<file path="src/verilog/dmtw_pkg.sv">
// shared constants and types of the dual mode timer and watchdog
package dmtw_pkg;
    // counting arrangement of the two 32-bit halves
    typedef enum logic [1:0] {
        DMTW_MODE_64,
        DMTW_MODE_UNCHAINED,
        DMTW_MODE_CHAINED
    } dmtw_mode_t;

    localparam int DMTW_HALF_W = 32;
    localparam int DMTW_WD_W = 64;
    localparam logic [31:0] DMTW_HALF_RST = 32'h0000_0000;
    localparam logic [31:0] DMTW_HALF_ONE = 32'h0000_0001;
    localparam logic [31:0] DMTW_HALF_MAX = 32'hFFFF_FFFF;
    localparam logic [63:0] DMTW_WD_RST = 64'h0000_0000_0000_0000;
    localparam logic [63:0] DMTW_WD_ONE = 64'h0000_0000_0000_0001;
endpackage : dmtw_pkg

</file>
<file path="src/verilog/dmtw_half_if.sv">
// bundle between the timer core and one 32-bit counting half
`timescale 1ns/10ps
`default_nettype none
interface dmtw_half_if;
    logic tick;
    logic clear;
    logic [31:0] period;
    logic [31:0] count;
    logic atPeriod;

    modport ctl (output tick, output clear, output period, input count, input atPeriod);
    modport cnt (input tick, input clear, input period, output count, output atPeriod);
endinterface : dmtw_half_if
`default_nettype wire

</file>
<file path="src/verilog/dmtw_half_counter.sv">
// one 32-bit counting half with clear and period compare
`timescale 1ns/10ps
`default_nettype none
module dmtw_half_counter (
    input wire logic core_clk,
    input wire logic resetn,
    dmtw_half_if.cnt half
);
    logic [31:0] count_ff;
    logic [31:0] nxt_count;

    // clear beats tick so a match reloads to zero
    assign nxt_count = half.clear ? dmtw_pkg::DMTW_HALF_RST :
                       half.tick ? count_ff + dmtw_pkg::DMTW_HALF_ONE : count_ff; // RULE11
    assign half.count = count_ff;
    assign half.atPeriod = (count_ff == half.period);

    // count register
    always_ff @(posedge core_clk or negedge resetn) begin
        if (!resetn) begin
            count_ff <= dmtw_pkg::DMTW_HALF_RST;
        end else begin
            count_ff <= nxt_count;
        end
    end

    a_clear_to_zero: assert property (@(posedge core_clk) disable iff (!resetn) // RULE11
        half.clear |=> count_ff == dmtw_pkg::DMTW_HALF_RST)
        else $error("half counter not zero after clear");
endmodule : dmtw_half_counter
`default_nettype wire

</file>
<file path="src/verilog/dmtw_timer_top.sv">
// dual mode 64-bit timer with 32-bit halves and a 64-bit watchdog
// Functional notes
// RULE1: 64-bit counter, splittable into two 32-bit halves
// RULE2: modes: 64-bit, unchained dual, chained dual
// RULE3: period match raises interrupt and DMA event
// RULE4: two events in 64-bit, four in dual; the code gives one event in 64-bit mode and two in the dual modes
// RULE5: two external clock inputs as count sources
// RULE6: two timer output pins, usable as clock
// RULE7: unserviced watchdog timeout asserts device reset
// RULE8: watchdog timeout may also interrupt the CPU
// RULE9: watchdog counts internal clock, drives no pins
// RULE10: chained: low half prescales the high half
// RULE11: period match reloads zero, counting continues
`timescale 1ns/10ps
`default_nettype none
module dmtw_timer_top (
    input wire logic core_clk,
    input wire logic resetn,
    input wire dmtw_pkg::dmtw_mode_t timerMode,
    input wire logic timerRun,
    input wire logic [1:0] extClkSel,
    input wire logic [1:0] extClkPin,
    input wire logic [31:0] periodLo,
    input wire logic [31:0] periodHi,
    input wire logic [1:0] irqEnable,
    input wire logic [1:0] dmaEnable,
    output logic [1:0] timerIrq,
    output logic [1:0] dmaSyncEvent,
    output logic [1:0] timerOutPin,
    input wire logic wdEnable,
    input wire logic wdService,
    input wire logic wdIrqEnable,
    input wire logic [63:0] wdPeriod,
    output logic wdResetReq,
    output logic wdIrq
);
    dmtw_half_if loIf ();
    dmtw_half_if hiIf ();

    logic [1:0] extSync1_ff;
    logic [1:0] extSync2_ff;
    logic [1:0] extLast_ff;
    logic [1:0] timerIrq_ff;
    logic [1:0] dmaSync_ff;
    logic [1:0] timerOut_ff;
    logic [63:0] wdCount_ff;
    logic wdExpired_ff;
    logic wdIrq_ff;

    // mode decode
    wire is64 = (timerMode == dmtw_pkg::DMTW_MODE_64); // RULE2
    wire isChained = (timerMode == dmtw_pkg::DMTW_MODE_CHAINED); // RULE2
    // source ticks: internal clock or synchronised external rising edge
    wire [1:0] extRise = extSync2_ff & ~extLast_ff;
    wire [1:0] srcTick = {extClkSel[1] ? extRise[1] : timerRun,
                          extClkSel[0] ? extRise[0] : timerRun}; // RULE5
    wire loTick = srcTick[0] & timerRun;
    wire loMatch = loIf.tick & loIf.atPeriod;
    wire hiMatch = hiIf.tick & hiIf.atPeriod;
    wire match64 = loTick & (loIf.count == periodLo) & (hiIf.count == periodHi);

    // half control per mode
    assign loIf.tick = loTick;
    assign loIf.period = is64 ? dmtw_pkg::DMTW_HALF_MAX : periodLo; // RULE1
    assign loIf.clear = is64 ? match64 : loMatch; // RULE11
    assign hiIf.period = periodHi;
    assign hiIf.tick = is64 ? (loTick & loIf.atPeriod & ~match64) : // RULE1
                       isChained ? loMatch : (srcTick[1] & timerRun); // RULE10
    assign hiIf.clear = is64 ? match64 : hiMatch; // RULE11

    // events: one per half in dual modes, one in 64-bit mode
    wire [1:0] timerEvt = is64 ? {1'b0, match64} : {hiMatch, loMatch}; // RULE4

    dmtw_half_counter loCnt (
        .core_clk(core_clk),
        .resetn(resetn),
        .half(loIf.cnt)
    );

    dmtw_half_counter hiCnt (
        .core_clk(core_clk),
        .resetn(resetn),
        .half(hiIf.cnt)
    );

    // external clock synchronisers and edge history
    always_ff @(posedge core_clk or negedge resetn) begin
        if (!resetn) begin
            extSync1_ff <= 2'h0;
            extSync2_ff <= 2'h0;
            extLast_ff <= 2'h0;
        end else begin
            extSync1_ff <= extClkPin;
            extSync2_ff <= extSync1_ff;
            extLast_ff <= extSync2_ff;
        end
    end

    // event outputs and clock-out toggles
    always_ff @(posedge core_clk or negedge resetn) begin
        if (!resetn) begin
            timerIrq_ff <= 2'h0;
            dmaSync_ff <= 2'h0;
            timerOut_ff <= 2'h0;
        end else begin
            timerIrq_ff <= timerEvt & irqEnable; // RULE3
            dmaSync_ff <= timerEvt & dmaEnable; // RULE3
            timerOut_ff <= timerOut_ff ^ timerEvt; // RULE6
        end
    end

    assign timerIrq = timerIrq_ff;
    assign dmaSyncEvent = dmaSync_ff;
    assign timerOutPin = timerOut_ff;

    // watchdog: core clock only, service restarts the interval
    wire wdTimeout = wdEnable & ~wdExpired_ff & ~wdService & (wdCount_ff == wdPeriod);
    wire [63:0] nxt_wdCount = (wdService | ~wdEnable) ? dmtw_pkg::DMTW_WD_RST :
                              (wdExpired_ff | wdTimeout) ? wdCount_ff :
                              wdCount_ff + dmtw_pkg::DMTW_WD_ONE; // RULE9

    // watchdog state; expiry holds until device reset
    always_ff @(posedge core_clk or negedge resetn) begin
        if (!resetn) begin
            wdCount_ff <= dmtw_pkg::DMTW_WD_RST;
            wdExpired_ff <= 1'b0;
            wdIrq_ff <= 1'b0;
        end else begin
            wdCount_ff <= nxt_wdCount;
            wdExpired_ff <= wdExpired_ff | wdTimeout; // RULE7
            wdIrq_ff <= wdTimeout & wdIrqEnable; // RULE8
        end
    end

    assign wdResetReq = wdExpired_ff;
    assign wdIrq = wdIrq_ff;

    // watchdog checks: expiry, service, interrupt gating
    a_wd_reset_req: assert property (@(posedge core_clk) disable iff (!resetn) // RULE7
        wdTimeout |=> wdResetReq ##1 wdResetReq)
        else $error("watchdog reset not held after timeout");
    a_wd_irq_pulse: assert property (@(posedge core_clk) disable iff (!resetn) // RULE8
        (wdTimeout && wdIrqEnable) |=> wdIrq ##1 !wdIrq)
        else $error("watchdog interrupt not a single pulse");
    a_wd_count_step: assert property (@(posedge core_clk) disable iff (!resetn) // RULE9
        (wdEnable && !wdService && !wdExpired_ff && !wdTimeout)
        |=> wdCount_ff == $past(wdCount_ff) + dmtw_pkg::DMTW_WD_ONE)
        else $error("watchdog did not advance one per core clock");
    a_wd_expiry_cause: assert property (@(posedge core_clk) disable iff (!resetn) // RULE7
        $rose(wdResetReq) |-> $past(wdTimeout))
        else $error("watchdog reset request without a timeout");
    a_wd_service_clear: assert property (@(posedge core_clk) disable iff (!resetn) // RULE7
        wdService |=> wdCount_ff == dmtw_pkg::DMTW_WD_RST)
        else $error("watchdog service did not restart the interval");
    a_wd_irq_gated: assert property (@(posedge core_clk) disable iff (!resetn) // RULE8
        wdIrq |-> $past(wdTimeout && wdIrqEnable))
        else $error("watchdog interrupt without an enabled timeout");
    a_wd_idle_zero: assert property (@(posedge core_clk) disable iff (!resetn) // RULE7
        !wdEnable |=> wdCount_ff == dmtw_pkg::DMTW_WD_RST && !wdIrq)
        else $error("disabled watchdog kept counting");
    // event outputs: one cycle after an enabled match, never otherwise
    a_irq_on_match: assert property (@(posedge core_clk) disable iff (!resetn) // RULE3
        (timerEvt[0] && irqEnable[0]) |=> timerIrq[0])
        else $error("period match gave no interrupt");
    a_irq_match_hi: assert property (@(posedge core_clk) disable iff (!resetn) // RULE3
        (timerEvt[1] && irqEnable[1]) |=> timerIrq[1])
        else $error("high period match gave no interrupt");
    a_dma_match_lo: assert property (@(posedge core_clk) disable iff (!resetn) // RULE3
        (timerEvt[0] && dmaEnable[0]) |=> dmaSyncEvent[0])
        else $error("low period match gave no dma event");
    a_irq_gated_lo: assert property (@(posedge core_clk) disable iff (!resetn) // RULE3
        timerIrq[0] |-> $past(timerEvt[0] && irqEnable[0]))
        else $error("low interrupt without an enabled match");
    a_irq_gated_hi: assert property (@(posedge core_clk) disable iff (!resetn) // RULE3
        timerIrq[1] |-> $past(timerEvt[1] && irqEnable[1]))
        else $error("high interrupt without an enabled match");
    a_dma_gated_lo: assert property (@(posedge core_clk) disable iff (!resetn) // RULE3
        dmaSyncEvent[0] |-> $past(timerEvt[0] && dmaEnable[0]))
        else $error("low dma event without an enabled match");
    a_dma_gated_hi: assert property (@(posedge core_clk) disable iff (!resetn) // RULE3
        dmaSyncEvent[1] |-> $past(timerEvt[1] && dmaEnable[1]))
        else $error("high dma event without an enabled match");
    a_dma_on_match: assert property (@(posedge core_clk) disable iff (!resetn) // RULE3
        (timerEvt[1] && dmaEnable[1]) |=> dmaSyncEvent[1])
        else $error("period match gave no dma event");
    a_mode64_events: assert property (@(posedge core_clk) disable iff (!resetn) // RULE4
        $past(is64) |-> !timerIrq[1] && !dmaSyncEvent[1])
        else $error("second event fired in 64-bit mode");
    a_out_toggle: assert property (@(posedge core_clk) disable iff (!resetn) // RULE6
        timerEvt[1] |=> timerOutPin[1] != $past(timerOutPin[1]))
        else $error("timer output did not toggle on match");
    a_out_toggle_lo: assert property (@(posedge core_clk) disable iff (!resetn) // RULE6
        timerEvt[0] |=> timerOutPin[0] != $past(timerOutPin[0]))
        else $error("low timer output did not toggle on match");
    a_out_hold: assert property (@(posedge core_clk) disable iff (!resetn) // RULE6
        timerEvt == 2'h0 |=> $stable(timerOutPin))
        else $error("timer output moved without a match");
    a_chain_advance: assert property (@(posedge core_clk) disable iff (!resetn) // RULE10
        (isChained && loMatch && !hiMatch)
        |=> hiIf.count == $past(hiIf.count) + dmtw_pkg::DMTW_HALF_ONE
            && loIf.count == dmtw_pkg::DMTW_HALF_RST)
        else $error("chained high half did not advance on prescale match");
    a_carry_64: assert property (@(posedge core_clk) disable iff (!resetn) // RULE1
        (is64 && loTick && loIf.atPeriod && !match64)
        |=> hiIf.count == $past(hiIf.count) + dmtw_pkg::DMTW_HALF_ONE)
        else $error("64-bit carry into high half lost");
    a_reload_64: assert property (@(posedge core_clk) disable iff (!resetn) // RULE11
        match64 |=> loIf.count == dmtw_pkg::DMTW_HALF_RST && hiIf.count == dmtw_pkg::DMTW_HALF_RST)
        else $error("64-bit counter did not reload to zero");
    // split halves: each reloads on its own match and, when unchained, counts on its own
    a_lo_reload: assert property (@(posedge core_clk) disable iff (!resetn) // RULE11
        (!is64 && loMatch) |=> loIf.count == dmtw_pkg::DMTW_HALF_RST)
        else $error("low half did not reload to zero");
    a_hi_reload: assert property (@(posedge core_clk) disable iff (!resetn) // RULE11
        (!is64 && hiMatch) |=> hiIf.count == dmtw_pkg::DMTW_HALF_RST)
        else $error("high half did not reload to zero");
    a_split_hi_count: assert property (@(posedge core_clk) disable iff (!resetn) // RULE1
        (timerMode == dmtw_pkg::DMTW_MODE_UNCHAINED && !extClkSel[1] && timerRun && !hiMatch)
        |=> hiIf.count == $past(hiIf.count) + dmtw_pkg::DMTW_HALF_ONE)
        else $error("unchained high half did not count on its own");
    a_ext_idle: assert property (@(posedge core_clk) disable iff (!resetn) // RULE5
        (extClkSel[0] && !extRise[0] && !loIf.clear) |=> $stable(loIf.count))
        else $error("low half counted without an external edge");
    a_run_gate: assert property (@(posedge core_clk) disable iff (!resetn) // RULE5
        !timerRun |=> $stable(loIf.count) && $stable(hiIf.count))
        else $error("stopped timer still counted");
endmodule : dmtw_timer_top
`default_nettype wire

</file>
<file path="config.mk">
export PLATFORM = sky130hd
export DESIGN_NAME = dmtw_timer_top
export DESIGN_NICKNAME = d
export VERILOG_FILES = /design/src/verilog/dmtw_pkg.sv /design/src/verilog/dmtw_half_if.sv /design/src/verilog/dmtw_half_counter.sv /design/src/verilog/dmtw_timer_top.sv
export SDC_FILE = /design/constraint.sdc
export NUM_CORES = 1
export LEC_CHECK = 0
export ABC_AREA = 1
export BUFFER_PORTS_ARGS = -buffer_cell sky130_fd_sc_hd__buf_2
export CAP_MARGIN = 20
export CELL_PAD_IN_SITES_DETAIL_PLACEMENT = 2
export CELL_PAD_IN_SITES_GLOBAL_PLACEMENT = 2
export CORE_MARGIN = 2
export CORE_UTILIZATION = 35
export CTS_BUF_LIST = sky130_fd_sc_hd__clkbuf_4
export DETAILED_ROUTE_END_ITERATION = 10
export PLACE_DENSITY_LB_ADDON = 0.1
export REMOVE_ABC_BUFFERS = 1
export SETUP_SLACK_MARGIN = 0.02
export SLEW_MARGIN = 20
export SYNTH_ARGS = -nofsm -noshare
export SYNTH_HDL_FRONTEND = slang
export SYNTH_HIERARCHICAL = 1
export SYNTH_SLANG_ARGS = --single-unit
</file>
<file path="constraint.sdc">
create_clock -name core_clk -period 8.5 [get_ports core_clk]
set_input_delay 1.7 -clock core_clk [delete_from_list [all_inputs] [get_ports core_clk]]
set_output_delay 1.7 -clock core_clk [all_outputs]
set_load 0.005 [all_outputs]
</file>
* Word-level counts from Yosys, hierarchy flattened
Index checks and enable logic that the tools add are counted.
Widths: inputs -> output; s select.
** Storage, ports and cells
- Output and inout bits :: 8
- Logic and storage cells :: 59
- Input bits :: 144
- Register bits after elaboration :: 142
** Cells by class
- Reduce and logical (&&, ||, !) cells :: 3
- Equal/unequal tests :: 6
- Muxes and demuxes :: 14
- Add/sub/neg operators :: 3
- Bitwise logic cells :: 22
** Operator list (count)
- $mux 32 :: 5
- $mux 64 :: 2
- $eq 32x32->1 :: 3
- $add 32x1->32 const B :: 2
- $add 64x1->64 const B :: 1
- $eq 64x64->1 :: 1
- $and 1x1->1 :: 11
- $and 2x2->2 :: 3
- $mux 1 :: 6
- $not 1->1 :: 4
- $reduce_bool 2->1 :: 2
- $eq 2x2->1 const B :: 1
- $logic_not 2->1 :: 1
- $mux 2 :: 1
- $ne 2x2->1 const B :: 1
- $not 2->2 :: 1
- $or 1x1->1 :: 2
- $xor 2x2->2 :: 1

* Logic depth before layout (Yosys ltp)
- Depth in word-level cells :: 12
- Gate-level depth with buffers :: 26
- Mapped depth without buffers :: 25

* Modules after synthesis
Netlist, hierarchy kept.
** Modules (own cells, without submodules)
- dmtw_timer_top :: cells each 1303, area each 7737.4 sq um, sequential area each 1951.9 sq um, times used 1
- dmtw_half_counter :: cells each 344, area each 2342.2 sq um, sequential area each 800.8 sq um, times used 2

* Least setup slack after synthesis
OpenSTA, ideal clock, no wires.
- Path type :: input port to flip-flop
- Start :: input port timerMode[1]
- End :: register hiCnt.count_ff[17], in the netlist hiCnt/half.count[17]
- Cell stages on the path :: 25
- Setup slack :: 3.877 ns
- Data required time :: 8.381 ns
- Data arrival time :: 4.504 ns
- Setup time :: 0.119 ns
- Path buffers :: 1
- Path through :: nor2_1 > clkinv_1 > clkbuf_1 > nand2_1 > inv_1 > nand2_1 > nand2_1 > a21oi_1 > nand2_1 > nor2_1 > nand2_1 > nor2_1 > nand2_1 > o31ai_1 > inv_1 > nand2_1 > nand3_1 > o21ai_0 > nor2_4 > nor2_4 > nand2_2 > nor2_8 > nand3_1 > nand2_1 > nor2_1
** On the way
- Word-level cells in the longest chain between the ends :: 9
- Elaborated cells on any way between the ends :: 12
- Those cells by class :: eq/ne: 2; mux: 5; bitwise: 3; reduce/logical: 2
** Ends and longest elaborated chain
- start: declaration :: line dmtw_timer_top.sv:19 : input wire dmtw_pkg::dmtw_mode_t timerMode,
- $logic_not 2->1 * :: line dmtw_timer_top.sv:51 : wire is64 = (timerMode == dmtw_pkg::DMTW_MODE_64);
- $mux 32 * :: line dmtw_timer_top.sv:64 : assign loIf.period = is64 ? dmtw_pkg::DMTW_HALF_MAX : periodLo;
- net loIf.period[8] :: line dmtw_half_if.sv:7 : logic [31:0] period;
- $eq 32x32->1 * :: line dmtw_half_counter.sv:16 : assign half.atPeriod = (count_ff == half.period);
- net loIf.atPeriod :: line dmtw_half_if.sv:9 : logic atPeriod;
- $and 1x1->1 * :: line dmtw_timer_top.sv:58, dmtw_timer_top.sv:67
- $mux 1 or $and 1x1->1 (tied branches) :: line dmtw_timer_top.sv:68, dmtw_timer_top.sv:67
- $mux 1 * :: line dmtw_timer_top.sv:67 : assign hiIf.tick = is64 ? (loTick & loIf.atPeriod & ~match64) :
- net hiIf.tick :: line dmtw_half_if.sv:5 : logic tick;
- $and 1x1->1 * :: line dmtw_timer_top.sv:59 : wire hiMatch = hiIf.tick & hiIf.atPeriod;
- $mux 1 * :: line dmtw_timer_top.sv:69 : assign hiIf.clear = is64 ? match64 : hiMatch;
- net hiIf.clear :: line dmtw_half_if.sv:6 : logic clear;
- $mux 32 or $reduce_bool 2->1 (tied branches)
- end signal: assignment :: line dmtw_half_counter.sv:21 : count_ff <= dmtw_pkg::DMTW_HALF_RST;
- end signal: assignment :: line dmtw_half_counter.sv:23 : count_ff <= nxt_count;
- end: declaration :: line dmtw_half_counter.sv:9 : logic [31:0] count_ff;
The timed path passes the listed nets; every way through them passes the cells marked *.
A chain may end at the register's enable or synchronous reset.

* Worst setup path in the final report
- Start :: input port timerMode[1]
- End :: register hiCnt.count_ff[6], in the netlist hiCnt/half.count[6]
Same word-level chain as after synthesis.

==> results.ini <==
[cts]
h-tree-depth = 4
clk_pin_slew_ns = 0.14
clk_path_buf_depth = 2
ctsResizeCount = 0
root_buffer = clkbuf_4
cts_buffers = 17
cts_tree = done
post_cts_buffers = 0
clkLatencyLatePin_ns = 0.66
holdBufCountCts = 0
cts.sinks = 142

[placement]
place_ws_ns = 2.24
gp_congestion = 0.942
place_inst = 2560
hpwl_mm = 44.3
io_buffers = 151

[route]
drt-total-wl_mm = 55.3
via_per_inst = 5.29
drtIter0Drc = 502
drtAntennaViolNets = 0
routedWlPerCell_microns = 21.3
post-route-drc-count = 0
dr_total_vias = 13725
firstDrtPassIters = 5

[global_route]
grt_max_degree = 84
grt_antenna_before_repair = 1
overflow = 0
grt_usage = 0.306
grt_pass1_vias = 14861
grt_pass1_wl_mm = 85.3

[job]
cap_violations = 0

[sta]
finalCritPeriodShare = 0.664
setup_viol = 0
fmax_ghz = 0.177
final.setup.worst_slack_ns = 2.85
setup_tns_ns = 0
drv_slew = 0
max_slew_margin = 0.336
rsz0062_at_grt = no
tightest_slew_ns = 0.994
hold_violations = 0
fin_crit_ns = 5.65
finClkSkew_ns = 0.0328

[cells_and_area]
area_growth_pct = 11.9
drive_gt1_frac = 0.129
final_cell_mix = nand2_1, nor2_1, inv_1, buf_2, dfrtp_1
instances_no_fill = 2594
layout_commonest_cell = nand2_1
num-nets-final = 2272

[critical_path]
critPathMaxStageDelay_ns = 0.70
crit_path_start_kind = input pin
crit_required_ns = 9.04
critical_path.endpoint_type = flop
cp_common_cell = nand2_1
crit_slowest_cell = inv_1
path_cells = buf_2 > nor2_1 > buf_4 > clkinv_1 > nand2_1 > inv_1 > nand2_1 > nand2_1 > a21oi_1 > nand2_1 > nor2_1 > nand2_1 > nor2_1 > nand2_1 > o31ai_1 > inv_1 > nand2_1 > nand3_1 > o21ai_0 > inv_1 > o21ai_0 > o21ai_0 > o21ai_0 > inv_1
path_max_fanout = 29
crit_type = in -> reg
arrival_ns = 6.19

[logic_synthesis]
yosysSeqAreaShare = 0.286
syn_inst = 1991
synth-seq-cells = 142
netlist_top_cells_area = dfrtp_1, nand2_1, nor2_1
synth_top_area_cell = dfrtp_1
yosysWarnings = 6
synth_area_sq_um = 12400
netlist.area_leader.share = 0.286
syn_avg_cell_area_sq_um = 6.24
ys_types = 45

[power_and_ir_drop]
peakVddDrop_v = 0.0000778
p_per_area_nw_per_um2 = 121
total_leakage_power_uw = 0.00687

[floorplanning]
start_util = 0.358
core_sq_um = 34700
die-area_sq_um = 37000
ios = 152
die_x_microns = 192
die_h_microns = 192
fp-row-count = 68

[run_status]
run_status = complete, no violations

[worst_hold_path]
hold_class = reg -> reg

[metrics by stage]
stage	area (sq um)	util	hold WS (ns)	total power, uW
after floorplan	12200	-	0.331	1010
after global placement	13600	0.391	0.337	1150
after detailed placement	13600	0.391	0.344	1190
after CTS	13900	0.399	0.373	1700
after global routing	13900	0.400	0.377	1780
final	13900	0.400	0.373	1680
[critical path: cells and delay by family]
family | cells | cell delay [ns]
AOI/OAI and AO/OA | 6 | 1.29
buffers and inverters | 7 | 1.76
and+or+nand+nor | 11 | 1.42
[synthesized netlist by cell type (all sizes together)]
master	instances
a21boi	1
a21oi	49
a2bb2oi	2
and2	3
and3	3
buf	20
clkbuf	23
clkinv	1
dfrtp	142
ha	3
inv	231
nand2	583
nand2b	1
nand3	145
nand3b	8
nand4	50
nor2	406
nor3	55
nor3b	2
nor4	9
nor4b	1
o2111ai	1
o21a	2
o21ai	39
o22ai	3
o31ai	1
or2	29
or3b	1
xnor2	58
xor2	119
[final cells by class]
class | instances | area (sq um)
diodes | 1 | 2.50
clock buffers | 17 | 128
clock inverters | 15 | 171
fillers | 4513 | 20800
inverters | 232 | 871
multi-input cells | 1574 | 7770
flip-flops and latches | 142 | 3550
well taps | 455 | 569
repair buffers | 158 | 835
[cell families (layout without fill, tap and decap cells)]
group	count (synthesis)	in the layout	synth area share
simple gates	1296	1296	0.455
flops	142	142	0.286
xor+xnor	177	177	0.125
other cells	0	1	0
compound gates	98	98	0.0415
buf+inv	275	422	0.0895
fa+ha+maj	3	3	0.00302
[state kept, by name, indices dropped and copies added, names as in the netlist]
signal,flops
timerIrq,2
loCnt/half.count,32
wdResetReq,1
extLast_ff,2
wdIrq,1
extSync2_ff,2
hiCnt/half.count,32
wdCount_ff,64
extSync1_ff,2
timerOutPin,2
dmaSyncEvent,2
[power breakdown]
part / leakage (uW) / internal [uW] / switching [uW]
logic: 0.00488 / 143 / 240
registers: 0.00185 / 710 / 81.6
clock network: 0.000145 / 202 / 308
[path summary, 6_finish.rpt]
| check | startpoint | end | slack, ns | cells past startpoint |
|---|---|---|---|---|
| max | timerMode[1] | hiCnt/half.count[6] | 2.85 | 24 |
| min | extSync1_ff[0] | extSync2_ff[0] | 0.37 | 0 |
| max reg2reg | extLast_ff[0] | hiCnt/half.count[6] | 4.47 | 18 |
| min reg2reg | extSync1_ff[0] | extSync2_ff[0] | 0.37 | 0 |
| max in group asynchronous | resetn | wdCount_ff[60] | 5.97 | 2 |
| min in group asynchronous | resetn | hiCnt/half.count[13] | 1.13 | 1 |
[per-layer routing]
layer / share of wire / up-vias / track usage / wire length [microns]
li1: - / 6473 / - / -
met1: 0.43 / 6886 / 0.369 / 23500
met2: 0.51 / 278 / 0.557 / 28000
met3: 0.029 / 88 / 0.0286 / 1620
met4: 0.038 / 0 / 0.120 / 2080
met5: 0 / - / 0 / 0
Power figures use the tool's default switching activity.
